[config.mk]
export PLATFORM = sky130hd
export DESIGN_NAME = adc_result_transfer_ctrl
export DESIGN_NICKNAME = d
export VERILOG_FILES = /design/src/adc_rt_pkg.sv /design/src/sticky_flag.sv /design/src/adc_result_transfer_ctrl.sv
export VERILOG_INCLUDE_DIRS = /design/src
export SDC_FILE = /design/constraint.sdc
export NUM_CORES = 1
export LEC_CHECK = 0
export ABC_AREA = 1
export BUFFER_PORTS_ARGS = -buffer_cell sky130_fd_sc_hd__buf_2
export CAP_MARGIN = 15
export CORE_ASPECT_RATIO = 0.5
export CORE_MARGIN = 4
export CORE_UTILIZATION = 45
export DETAILED_ROUTE_END_ITERATION = 8
export GPL_TIMING_DRIVEN = 0
export PLACE_DENSITY = 0.64
export SLEW_MARGIN = 20
export SYNTH_ARGS = -nofsm -noshare
export SYNTH_HDL_FRONTEND = slang
export SYNTH_SLANG_ARGS = --single-unit
[constraint.sdc]
create_clock -name CLK -period 9.7 [get_ports CLK]
set_input_delay 0.97 -clock CLK [delete_from_list [all_inputs] [get_ports CLK]]
set_output_delay 0.97 -clock CLK [all_outputs]
set_load 0.02 [all_outputs]
[src/adc_rt_consts.svh]
// Offsets, field positions, reset values and timing counts of the result mover
`ifndef ADC_RT_CONSTS_SVH
`define ADC_RT_CONSTS_SVH

`define OFS_CTRL       8'h00
`define OFS_COUNT      8'h04
`define OFS_START      8'h08
`define OFS_RESULT     8'h0c
`define OFS_STATUS     8'h10

`define BIT_TWO_BLOCK  0
`define BIT_CONT       1
`define BIT_B1_FULL    2
`define BIT_IRQ_EN     3
`define BIT_IRQ_FLAG   4
`define BIT_ENC        5
`define CHAN_LO        8
`define CHAN_HI        11

`define ST_BIT_CONV    0
`define ST_BIT_ACTIVE  1
`define ST_BIT_BUSY    2

`define START_RESET    16'h0200
`define CHAN_TEMP      4'ha
`define ADDR_STEP      16'h0002
`define SYNC_ACTIVE    2'h1
`define SYNC_SLEEP     2'h2

`define CLK_PERIOD_NS  4
`define OSC_START_NS   2000
`define OSC_START_CYC  ((`OSC_START_NS) / (`CLK_PERIOD_NS))

`endif

[src/adc_rt_pkg.sv]
// Types of the result mover
`default_nettype none

package adc_rt_pkg;

  typedef enum logic [1:0] {ST_IDLE, ST_SYNC, ST_XFER, ST_WAIT} xfer_state_t;

  typedef struct packed {
    xfer_state_t st;
    logic [1:0]  sync_cnt;
    logic [9:0]  osc_cnt;
    logic [15:0] ptr;
    logic [7:0]  cnt;
    logic        in_b2;
    logic        done;
    logic        b1_full;
    logic [15:0] addr;
    logic [15:0] wdata;
    logic        we;
    logic        halt;
    logic        mclk_req;
    logic        two_block;
    logic        cont;
    logic        irq_en;
    logic        conversion_enable_gate;
    logic [3:0]  chan;
    logic [7:0]  count;
    logic [15:0] start;
    logic [15:0] result;
    logic        ack;
    logic [31:0] rdat;
  } rt_state_t;

  typedef struct packed {
    logic flag;
  } flag_state_t;

endpackage

`default_nettype wire

[src/sticky_flag.sv]
// Sticky flag whose set wins over a clear in the same cycle
`timescale 1ns/10ps
`default_nettype none

module sticky_flag
  import adc_rt_pkg::*;
(
  input  wire logic clk,
  input  wire logic rst,
  input  wire logic set,
  input  wire logic clr,
  output logic      flag
);

  flag_state_t s;
  flag_state_t next_s;

  always_comb begin
    next_s = s;
    if (set) begin
      next_s.flag = 1'b1;
    end else if (clr) begin
      next_s.flag = 1'b0;
    end
  end

  always_ff @(posedge clk or posedge rst) begin
    if (rst) begin
      s <= '0;
    end else begin
      s <= next_s;
    end
  end

  assign flag = s.flag;

endmodule // sticky_flag

`default_nettype wire

[src/adc_result_transfer_ctrl.sv]
// Converter result mover: copies each new result word into memory blocks
//
// Overview of operation
// - Mover is active when transfer count is nonzero, idle when zero.
// - While active, each new result load triggers exactly one transfer.
// - A transfer owns the memory bus one cycle; CPU halted then.
// - One-block mode: n words from start address to start+2n-2.
// - Pointer starts at start, counter at n; each write adds two, counts down.
// - One-block mode stops at count zero until start address written.
// - One-block mode raises interrupt flag only after whole block.
// - Two-block mode fills start..start+2n-2 then start+2n..start+4n-2.
// - Block one done: set flag and block-one-full, reload n, go block two.
// - Block two done: set flag, clear block-one-full.
// - Continuous: after final block, pointer to start, counter to n.
// - Continuous cleared: stop after final block of current pass.
// - Transfer is sync cycles, one bus write cycle, one wait cycle.
// - Clock running, CPU off: transfer without waking CPU.
// - Clock stopped: request it only for the transfer, CPU stays off.
// - Worst case 3 cycles active, 4 asleep, plus oscillator start time.
// - Temperature channel code turns reference on, nothing else changes.
// - Transfer count zero: every result load sets the interrupt flag.
// - Interrupt request when flag, enable and global enable all set.
// - Flag clears when serviced, and by software write.
// - Continuous mode stops only by clearing continuous or writing a zero count.
//
// Chosen here: the Wishbone register port and the register offsets.
`timescale 1ns/10ps
`default_nettype none

`include "adc_rt_consts.svh"

module adc_result_transfer_ctrl
  import adc_rt_pkg::*;
(
  input  wire logic        CLK,
  input  wire logic        RST,
  input  wire logic        CYC_I,
  input  wire logic        STB_I,
  input  wire logic        WE_I,
  input  wire logic [7:0]  ADR_I,
  input  wire logic [3:0]  SEL_I,
  input  wire logic [31:0] DAT_I,
  output logic [31:0]      DAT_O,
  output logic             ACK_O,
  input  wire logic        RESULT_LOAD,
  input  wire logic [15:0] RESULT_DATA,
  input  wire logic        CONVERTER_ACTIVE,
  input  wire logic        GLOBAL_IRQ_ENABLE,
  input  wire logic        IRQ_SERVICED,
  input  wire logic        CPU_ON,
  input  wire logic        MCLK_RUNNING,
  output logic [15:0]      MEM_ADDR,
  output logic [15:0]      MEM_WDATA,
  output logic             MEM_WE,
  output logic             CPU_HALT,
  output logic             MCLK_REQ,
  output logic             IRQ,
  output logic             CONVERSION_ENABLE_GATE,
  output logic [3:0]       INPUT_CHANNEL_SELECT,
  output logic             REF_ON
);

  localparam logic [9:0] OSC_WAIT = 10'(`OSC_START_CYC);

  rt_state_t   s;
  rt_state_t   next_s;
  logic        req;
  logic        wr;
  logic        sa_write;
  logic        cnt_write;
  logic        ctrl_write;
  logic        mover_active;
  logic        pend;
  logic        pend_set;
  logic        pend_clr;
  logic        irq_flag;
  logic        irq_set;
  logic        irq_clr;
  logic        last_word;
  logic        block_done;
  logic [1:0]  sync_need;
  logic        clk_ok;

  ////////////////////////////////////////////////////////////////////////////
  // Bus decode

  assign req        = CYC_I && STB_I && !s.ack;
  assign wr         = req && WE_I;
  assign sa_write   = wr && (ADR_I == `OFS_START);
  assign cnt_write  = wr && (ADR_I == `OFS_COUNT) && SEL_I[0];
  assign ctrl_write = wr && (ADR_I == `OFS_CTRL);

  assign mover_active = (s.count != 8'h00) && !s.done;
  assign last_word    = (s.cnt == 8'h01);
  assign block_done   = (s.st == ST_XFER) && last_word;

  ////////////////////////////////////////////////////////////////////////////
  // Event flags

  assign pend_set = RESULT_LOAD && mover_active;
  assign pend_clr = (s.st == ST_IDLE) && pend;

  sticky_flag u_pend (
    .clk  (CLK),
    .rst  (RST),
    .set  (pend_set),
    .clr  (pend_clr),
    .flag (pend)
  );

  assign irq_set = block_done
                || (RESULT_LOAD && (s.count == 8'h00));
  assign irq_clr = IRQ_SERVICED
                || (ctrl_write && SEL_I[0] && DAT_I[`BIT_IRQ_FLAG]);

  sticky_flag u_irq (
    .clk  (CLK),
    .rst  (RST),
    .set  (irq_set),
    .clr  (irq_clr),
    .flag (irq_flag)
  );

  assign sync_need = CPU_ON ? `SYNC_ACTIVE : `SYNC_SLEEP;
  assign clk_ok    = MCLK_RUNNING || (s.osc_cnt == OSC_WAIT);

  ////////////////////////////////////////////////////////////////////////////
  // Next state

  always_comb begin
    next_s     = s;
    next_s.ack = req;
    next_s.we  = 1'b0;
    next_s.halt = 1'b0;

    // Register writes
    if (ctrl_write && SEL_I[0]) begin
      next_s.two_block = DAT_I[`BIT_TWO_BLOCK];
      next_s.cont      = DAT_I[`BIT_CONT];
      next_s.irq_en    = DAT_I[`BIT_IRQ_EN];
      next_s.conversion_enable_gate       = DAT_I[`BIT_ENC];
    end
    if (ctrl_write && SEL_I[1]) begin
      next_s.chan = DAT_I[`CHAN_HI:`CHAN_LO];
    end
    if (cnt_write) begin
      next_s.count = DAT_I[7:0];
      next_s.cnt   = DAT_I[7:0];
    end
    if (RESULT_LOAD) begin
      next_s.result = RESULT_DATA;
    end

    // Read data
    if (req && !WE_I) begin
      case (ADR_I)
        `OFS_CTRL: begin
          next_s.rdat = '0;
          next_s.rdat[`BIT_TWO_BLOCK] = s.two_block;
          next_s.rdat[`BIT_CONT]      = s.cont;
          next_s.rdat[`BIT_B1_FULL]   = s.b1_full;
          next_s.rdat[`BIT_IRQ_EN]    = s.irq_en;
          next_s.rdat[`BIT_IRQ_FLAG]  = irq_flag;
          next_s.rdat[`BIT_ENC]       = s.conversion_enable_gate;
          next_s.rdat[`CHAN_HI:`CHAN_LO] = s.chan;
        end
        `OFS_COUNT:  next_s.rdat = {24'h000000, s.count};
        `OFS_START:  next_s.rdat = {16'h0000, s.start};
        `OFS_RESULT: next_s.rdat = {16'h0000, s.result};
        `OFS_STATUS: begin
          next_s.rdat = '0;
          next_s.rdat[`ST_BIT_CONV]   = CONVERTER_ACTIVE;
          next_s.rdat[`ST_BIT_ACTIVE] = mover_active;
          next_s.rdat[`ST_BIT_BUSY]   = (s.st != ST_IDLE);
        end
        default: next_s.rdat = '0;
      endcase
    end

    // Transfer sequence
    case (s.st)
      ST_IDLE: begin
        next_s.sync_cnt = 2'h0;
        next_s.osc_cnt  = 10'h000;
        if (pend && mover_active) begin
          next_s.st       = ST_SYNC;
          next_s.mclk_req = 1'b1;
        end
      end
      ST_SYNC: begin
        if (!MCLK_RUNNING && s.osc_cnt != OSC_WAIT) begin
          next_s.osc_cnt = s.osc_cnt + 10'h001;
        end
        if (s.sync_cnt != 2'h3) begin
          next_s.sync_cnt = s.sync_cnt + 2'h1;
        end
        if (clk_ok && (3'(s.sync_cnt) + 3'h1 >= 3'(sync_need))) begin
          next_s.st    = ST_XFER;
          next_s.we    = 1'b1;
          next_s.halt  = CPU_ON;
          next_s.addr  = s.ptr;
          next_s.wdata = s.result;
        end
      end
      ST_XFER: begin
        next_s.st  = ST_WAIT;
        next_s.ptr = s.ptr + `ADDR_STEP;
        next_s.cnt = s.cnt - 8'h01;
        if (last_word) begin
          if (s.two_block && !s.in_b2) begin
            next_s.in_b2   = 1'b1;
            next_s.b1_full = 1'b1;
            next_s.cnt     = s.count;
          end else begin
            if (s.two_block) begin
              next_s.b1_full = 1'b0;
            end
            if (s.cont) begin
              next_s.ptr   = s.start;
              next_s.cnt   = s.count;
              next_s.in_b2 = 1'b0;
            end else begin
              next_s.done = 1'b1;
            end
          end
        end
      end
      ST_WAIT: begin
        next_s.st       = ST_IDLE;
        next_s.mclk_req = 1'b0;
      end
      default: next_s.st = ST_IDLE;
    endcase

    // Start address write re-arms from block one
    if (sa_write) begin
      if (SEL_I[0]) begin
        next_s.start[7:0] = DAT_I[7:0];
      end
      if (SEL_I[1]) begin
        next_s.start[15:8] = DAT_I[15:8];
      end
      next_s.ptr     = next_s.start;
      next_s.cnt     = s.count;
      next_s.done    = 1'b0;
      next_s.in_b2   = 1'b0;
      next_s.b1_full = 1'b0;
    end
  end

  always_ff @(posedge CLK or posedge RST) begin
    if (RST) begin
      s       <= '0;
      s.start <= `START_RESET;
      s.ptr   <= `START_RESET;
    end else begin
      s <= next_s;
    end
  end

  ////////////////////////////////////////////////////////////////////////////
  // Outputs

  assign DAT_O                  = s.rdat;
  assign ACK_O                  = s.ack;
  assign MEM_ADDR               = s.addr;
  assign MEM_WDATA              = s.wdata;
  assign MEM_WE                 = s.we;
  assign CPU_HALT               = s.halt;
  assign MCLK_REQ               = s.mclk_req && !CPU_ON;
  assign IRQ                    = irq_flag && s.irq_en && GLOBAL_IRQ_ENABLE;
  assign CONVERSION_ENABLE_GATE = s.conversion_enable_gate;
  assign INPUT_CHANNEL_SELECT   = s.chan;
  assign REF_ON                 = (s.chan == `CHAN_TEMP);
endmodule // adc_result_transfer_ctrl

`default_nettype wire

==> flow_metrics.py, run 1 <==
metrics = {
    "run_status": {
        "status": "completed",
    },
    "worst_hold_path": {
        "holdCritPathClass": "reg2reg",
    },
    "sta": {
        "tightest_slew_ns": 0.596,
        "rsz0062_at_grt": "no",
        "setup_violations": 0,
        "fin_skew_ns": 0.00877,
        "finalCritPeriodShare_pct": 24.1,
        "clock.fmax_ghz": 0.427,
        "hold_viol": 0,
        "period_needed_ns": 2.34,
        "drv_slew": 0,
        "max_slew_margin_pct": 60.0,
        "final.setup.tns_ns": 0,
    },
    "placement": {
        "placedCellCount": 1372,
        "port_buffers": 109,
        "gp_congestion": 0.889,
        "hpwl_mm": 17.1,
    },
    "logic_synthesis": {
        "synthCells": 1020,
        "synth_largest_area_cell": "dfrtp_1",
        "ys_ff_latch": 143,
        "synth.distinct_cells": 42,
        "synthFlopType": "dfrtp_1",
        "async_reset_ff_share_pct": 100,
        "synth-edff-count": 0,
        "avgSynthCellArea_um2": 7.72,
        "yosys-top-cells-count": "323 x nand2_1, 141 x dfrtp_1, 99 x inv_1, 96 x o21ai_0, 75 x nor2_1",
        "yosys_warnings": 0,
        "yosysSeqAreaShare_pct": 45.5,
        "syn_area_um2": 7870,
        "synth_top_cell_area_share_pct": 44.8,
        "synthTopCellsByArea": "dfrtp_1 45%, nand2_1 15%, buf_4 6.7%",
        "synthMostInstantiatedCell": "nand2_1",
    },
    "clock_network": {
        "clock_path_buffers": 2,
        "ctsHtreeMaxLevel": 4,
        "ctsResizeCount": 0,
        "cts_tree": "yes",
        "postCtsHoldBufs": 0,
        "postCtsSetupBuffers": 0,
        "path_clk_slew_ns": 0.06,
        "insertion_delay_ns": 0.43,
        "clock_sinks": 143,
        "root_buffer": "clkbuf_16",
        "numCtsBuffers": 17,
    },
    "pwr": {
        "p_clk_share_pct": 28.8,
        "power_density_nw_per_um2": 228,
        "comb_power_share_pct": 33.0,
        "switching_share_pct": 38.0,
        "switching_power_mw": 0.808,
        "cellLeakagePower_nw": 5.08,
        "p_seq_share_pct": 38.1,
        "peakVddDrop_mv": 0.120,
        "intPower_mw": 1.32,
    },
    "critical_path": {
        "cp.arrival_ns": 1.37,
        "rrSetupSlack_ns": 7.62,
        "crit_type": "in2out",
        "cp.required_ns": 8.73,
        "cp_max_fo": 1,
        "critPathLaunchType": "input pin",
        "cp-end-kind": "primary output",
    },
    "die": {
        "initial_core_util_pct": 46.9,
        "ios": 146,
        "die_w_um": 195,
        "row_count": 33,
        "dieArea_um2": 19800,
        "fp.dieH_um": 102,
        "core_um2": 16800,
    },
    "cells_and_area": {
        "final_nets": 1247,
        "multi_input_area_um2": 3280,
        "instances_no_fill": 1403,
        "diodes": 0,
        "area_growth_pct": 18.6,
        "nFillCells": 1664,
        "drive_gt1_share_pct": 21.9,
        "seqCellArea_um2": 3580,
    },
    "routing": {
        "firstDrtPassIters": 5,
        "ant_nets": 0,
        "wl_per_cell_um": 15.9,
        "dr.first_iter.drc_count": 500,
        "viasPerCell": 5.01,
        "drc": 0,
        "postRouteWirelength_mm": 22.2,
        "vias": 7033,
    },
    "grt": {
        "first_global_vias": 6743,
        "grt-ovfl-total": 0,
        "grt.total_usage_pct": 23.1,
        "grt_pass1_wl_mm": 35.7,
        "grt_max_degree": 73,
        "antenna_found_initial": 0,
    },
    "run": {
        "max_cap_violations": 0,
    },
}
## power groups by stage
stage               Combinational (mW)  Clock [mW]  Sequential [mW]
detailed placement               0.705           0            0.820
global placement                 0.690           0            0.818
CTS                              0.708       0.623            0.811
floorplan                        0.519           0            0.789
global route                     0.795       0.653            0.828
finish                           0.702       0.614            0.812
## worst paths after layout
check / cells after the start / end / from
worst max-delay path: 3 / IRQ / GLOBAL_IRQ_ENABLE
worst min-delay path: 2 / MEM_ADDR[9]$_DFFE_PP0P_ / MEM_ADDR[9]$_DFFE_PP0P_
worst min register to register: 2 / MEM_ADDR[9]$_DFFE_PP0P_ / MEM_ADDR[9]$_DFFE_PP0P_
worst max register to register: 8 / s[123]$_DFFE_PP0P_ / s[155]$_DFFE_PP0P_
max in group asynchronous: 3 / s[136]$_DFFE_PP1N_ / RST
min in group asynchronous: 2 / CPU_HALT$_DFF_PP0_ / RST
## placed cells by master, fill, tap and decap left out, types with 5 or more instances in the layout
cell and n:
buf_2 124, o21ai_0 96, dfrtp_1 141, o21ai_1 5, nand4_1 10, clkbuf_1 11, nor3_1 12, a21oi_1 12
nor2_1 75, xor2_1 18, nand2_1 323, nand2_2 5, inv_1 98, ha_1 11, clkbuf_16 17, conb_1 16
o211ai_1 12, nand3_1 59, buf_4 70
## logic make-up after synthesis
family | synth area share [%]
compound gates | 9.54
fa+ha+maj | 2.00
simple gates | 27.1
flops | 45.5
other cells | 0.0476
buf+inv | 13.6
xor+xnor | 2.23
## sequential cells by signal (all words and copies together) (netlist names)
register	flops
u_irq.flag	1
ACK_O	1
DAT_O	16
MEM_ADDR	16
u_pend.flag	1
MEM_WDATA	16
s	85
CONVERSION_ENABLE_GATE	1
INPUT_CHANNEL_SELECT	4
MEM_WE	1
CPU_HALT	1
## layout make-up
cell class / count / area share (%)
multi-input cells: 689 / 35.1
flip-flops and latches: 143 / 38.4
plain buffers: 99 / 7.24
clock buffers: 19 / 4.85
well taps: 227 / 3.04
repair buffers: 110 / 6.14
clock inverters: 12 / 0.952
inverters: 104 / 4.28
## through the flow
stage               util [%]  cell area (µm²)  setup WS (ns)  power [mW]  hold slack (ns)
global placement        52.2             8760           3.02        1.51            0.466
detailed placement      52.4             8790           7.06        1.53            0.467
finish                  55.7             9330           7.36        2.13            0.481
CTS                     55.7             9330           7.36        2.14            0.485
global route            55.7             9330           7.34        2.28            0.499
floorplan                  -             7930           4.90        1.31            0.443
## layer usage
metal	global-route usage, %	share of wire (%)	wire, µm
met1	33.6	48	10700
met2	35.6	44	9790
met3	4.52	6.3	1410
met4	6.86	1.5	327
met5	0	0	0
## critical path, stage by stage
cell    delay, ns
buf_2        0.09
and3_1       0.16
buf_2        0.15
Note: power is estimated with default switching activity, not from simulation.
==> inputs of run 2 (changes only) <==
==> constraint.sdc (replaced) <==
create_clock -name CLK -period 2.4 [get_ports CLK]
set_input_delay 0.24 -clock CLK [delete_from_list [all_inputs] [get_ports CLK]]
set_output_delay 0.24 -clock CLK [all_outputs]
set_load 0.02 [all_outputs]
==> run 2 against run 1 <==
Compared with the run above:
- non-clock buffer count rose by 5
- flip-flop and latch count did not move
- largest cell class unchanged
- sequential power rose to 4.0 times the previous value
- routed wire length fell by 1.0%
- design area rose by 1.4%
- final cell count rose by 0.36%
- worst setup slack got worse by 7.0 ns
- die area did not move
==> flow_metrics.py, run 2 (synthesis gave the netlist of run 1 again) <==
metrics = {
    "pwr": {
        "switching_share_pct": 36.8,
        "p_clk_share_pct": 30.0,
        "cellLeakagePower_nw": 5.14,
        "power_mw": 8.76,
        "p_seq_share_pct": 37.4,
        "switching_power_mw": 3.22,
        "intPower_mw": 5.54,
        "comb_power_share_pct": 32.5,
        "peakVddDrop_mv": 0.526,
        "power_density_nw_per_um2": 926,
    },
    "placement": {
        "placed_area_um2": 8870,
        "port_buffers": 109,
        "post-place-ws_ns": 0.390,
        "hpwl_mm": 17.1,
        "placedCellCount": 1376,
        "gp_congestion": 0.913,
    },
    "cells_and_area": {
        "final_common_cell": "nand2_1",
        "final_cell_mix": "323 x nand2_1, 141 x dfrtp_1, 124 x buf_2",
        "area_growth_pct": 20.2,
        "multi_input_area_um2": 3280,
        "largest_reg_flops": 85,
        "diodes": 0,
        "final_nets": 1252,
        "fin_area_um2": 9460,
        "largest_register": "s",
        "drive_gt1_share_pct": 22.0,
        "nFillCells": 1608,
        "instances_no_fill": 1408,
        "seqCellArea_um2": 3580,
    },
    "clock_network": {
        "cts_tree": "yes",
        "numCtsBuffers": 17,
        "insertion_delay_ns": 0.42,
        "root_buffer": "clkbuf_16",
        "path_clk_slew_ns": 0.07,
        "clock_path_buffers": 2,
        "ctsHtreeMaxLevel": 4,
        "postCtsSetupBuffers": 0,
        "clock_sinks": 143,
    },
    "sta": {
        "finalCritPeriodShare_pct": 86.0,
        "max_slew_margin_pct": 62.5,
        "setup_violations": 0,
        "period_needed_ns": 2.06,
        "tightest_slew_ns": 0.561,
        "finalWorstSetupSlack_ns": 0.337,
        "drv_slew": 0,
        "fin_skew_ns": 0.00855,
        "rsz0062_at_grt": "no",
        "holdWs_ns": 0.0301,
        "hold_viol": 0,
        "clock.fmax_ghz": 0.485,
    },
    "critical_path": {
        "r2r_start": "s[155]$_DFFE_PP0P_",
        "cp.required_ns": 2.71,
        "timing.rr.end": "s[123]$_DFFE_PP0P_",
        "critPathLaunchType": "register",
        "cp_max_fo": 9,
        "rrSetupSlack_ns": 0.34,
        "crit_type": "reg2reg",
        "cp.arrival_ns": 2.37,
        "cp-end-kind": "register",
        "r2r_cells": 8,
    },
    "worst_hold_path": {
        "hold_path_depth": 3,
        "hold_end": "s[46]$_DFFE_PP0P_",
        "hp-start": "RESULT_DATA[13]",
        "holdCritPathClass": "in2reg",
    },
    "die": {
        "dieArea_um2": 19800,
        "die_w_um": 195,
        "core_um2": 16800,
        "fp.dieH_um": 102,
        "row_count": 33,
        "initial_core_util_pct": 46.9,
        "ios": 146,
    },
    "routing": {
        "vias": 7132,
        "drc": 0,
        "viasPerCell": 5.07,
        "postRouteWirelength_mm": 22.0,
        "firstDrtPassIters": 5,
        "ant_nets": 0,
        "dr.first_iter.drc_count": 476,
        "wl_per_cell_um": 15.6,
    },
    "grt": {
        "grt_max_degree": 34,
        "first_global_vias": 6821,
        "antenna_found_initial": 0,
        "grt-ovfl-total": 0,
        "grt_pass1_wl_mm": 35.8,
        "grt.total_usage_pct": 23.0,
    },
    "run_status": {
        "status": "completed",
    },
    "run": {
        "max_cap_violations": 0,
    },
}
run 2: changes by cell type in the layout (fill, tap and decap cells not counted), moves of 2 or more:
cell / change
bufinv_16: +2
buf_12: +3
clkinvlp_4: -2
inv_6: +2
run 2: critical path, cell delays in order (launching register included):
cell and delay [ns]:
dfrtp_1 0.41, inv_1 0.09, ha_1 0.15, clkbuf_1 0.44, inv_1 0.20, nand2_1 0.36
nor3_1 0.12, nor2_1 0.12, nand2_1 0.05
run 2: how the worst max path moves through the flow:
stage,slack (ns),cells past startpoint,from,to
floorplan,0.37,1,RST,ACK_O$_DFF_PP0_
global placement,-0.65,2,RST,s[124]$_DFFE_PP0P_
detailed placement,0.39,8,s[155]$_DFFE_PP0P_,s[123]$_DFFE_PP0P_
CTS,0.35,8,s[155]$_DFFE_PP0P_,s[123]$_DFFE_PP0P_
global route,0.11,8,s[155]$_DFFE_PP0P_,s[125]$_DFFE_PP0P_
finish,0.34,8,s[155]$_DFFE_PP0P_,s[123]$_DFFE_PP0P_
run 2: routing by layer:
metal | global-route usage [%] | vias to the layer above | part of all wire, %
li1 | - | 3453 | -
met3 | 5.85 | 26 | 7.7
met1 | 32.4 | 3425 | 47
met2 | 35.7 | 228 | 44
met4 | 6.38 | 0 | 1.4
met5 | 0 | - | 0
run 2: metrics by stage:
| step | utilization (%) | TNS (ns) |
|---|---|---|
| 2_1_floorplan | - | 0 |
| 3_3_place_gp | 52.3 | -88.83 |
| 3_5_place_dp | 52.9 | 0 |
| 4_1_cts | 56.4 | 0 |
| 5_1_grt | 56.4 | 0 |
| 6_report | 56.4 | 0 |
run 2: power by group through the flow:
stage	logic, mW	registers (mW)	clock network (mW)
2_1_floorplan	2.10	3.19	0
3_3_place_gp	2.78	3.30	0
3_5_place_dp	2.85	3.31	0
4_1_cts	2.86	3.27	2.67
5_1_grt	3.20	3.34	2.78
6_report	2.85	3.28	2.63
run 2: area by class of cell:
class | instances | area share (%)
Multi-Input combinational cell | 689 | 34.6
Clock inverter | 12 | 1.43
Inverter | 104 | 4.18
Timing Repair Buffer | 115 | 7.09
Sequential cell | 143 | 37.8
Buffer | 99 | 7.14
Clock buffer | 19 | 4.68
Tap cell | 227 | 3.00
run 2: repair_timing:
action / 4_1_cts / 5_1_grt
hold endpoints to repair: 11 / 0
hold buffers: 1 / 0
resized for setup: 0 / 0
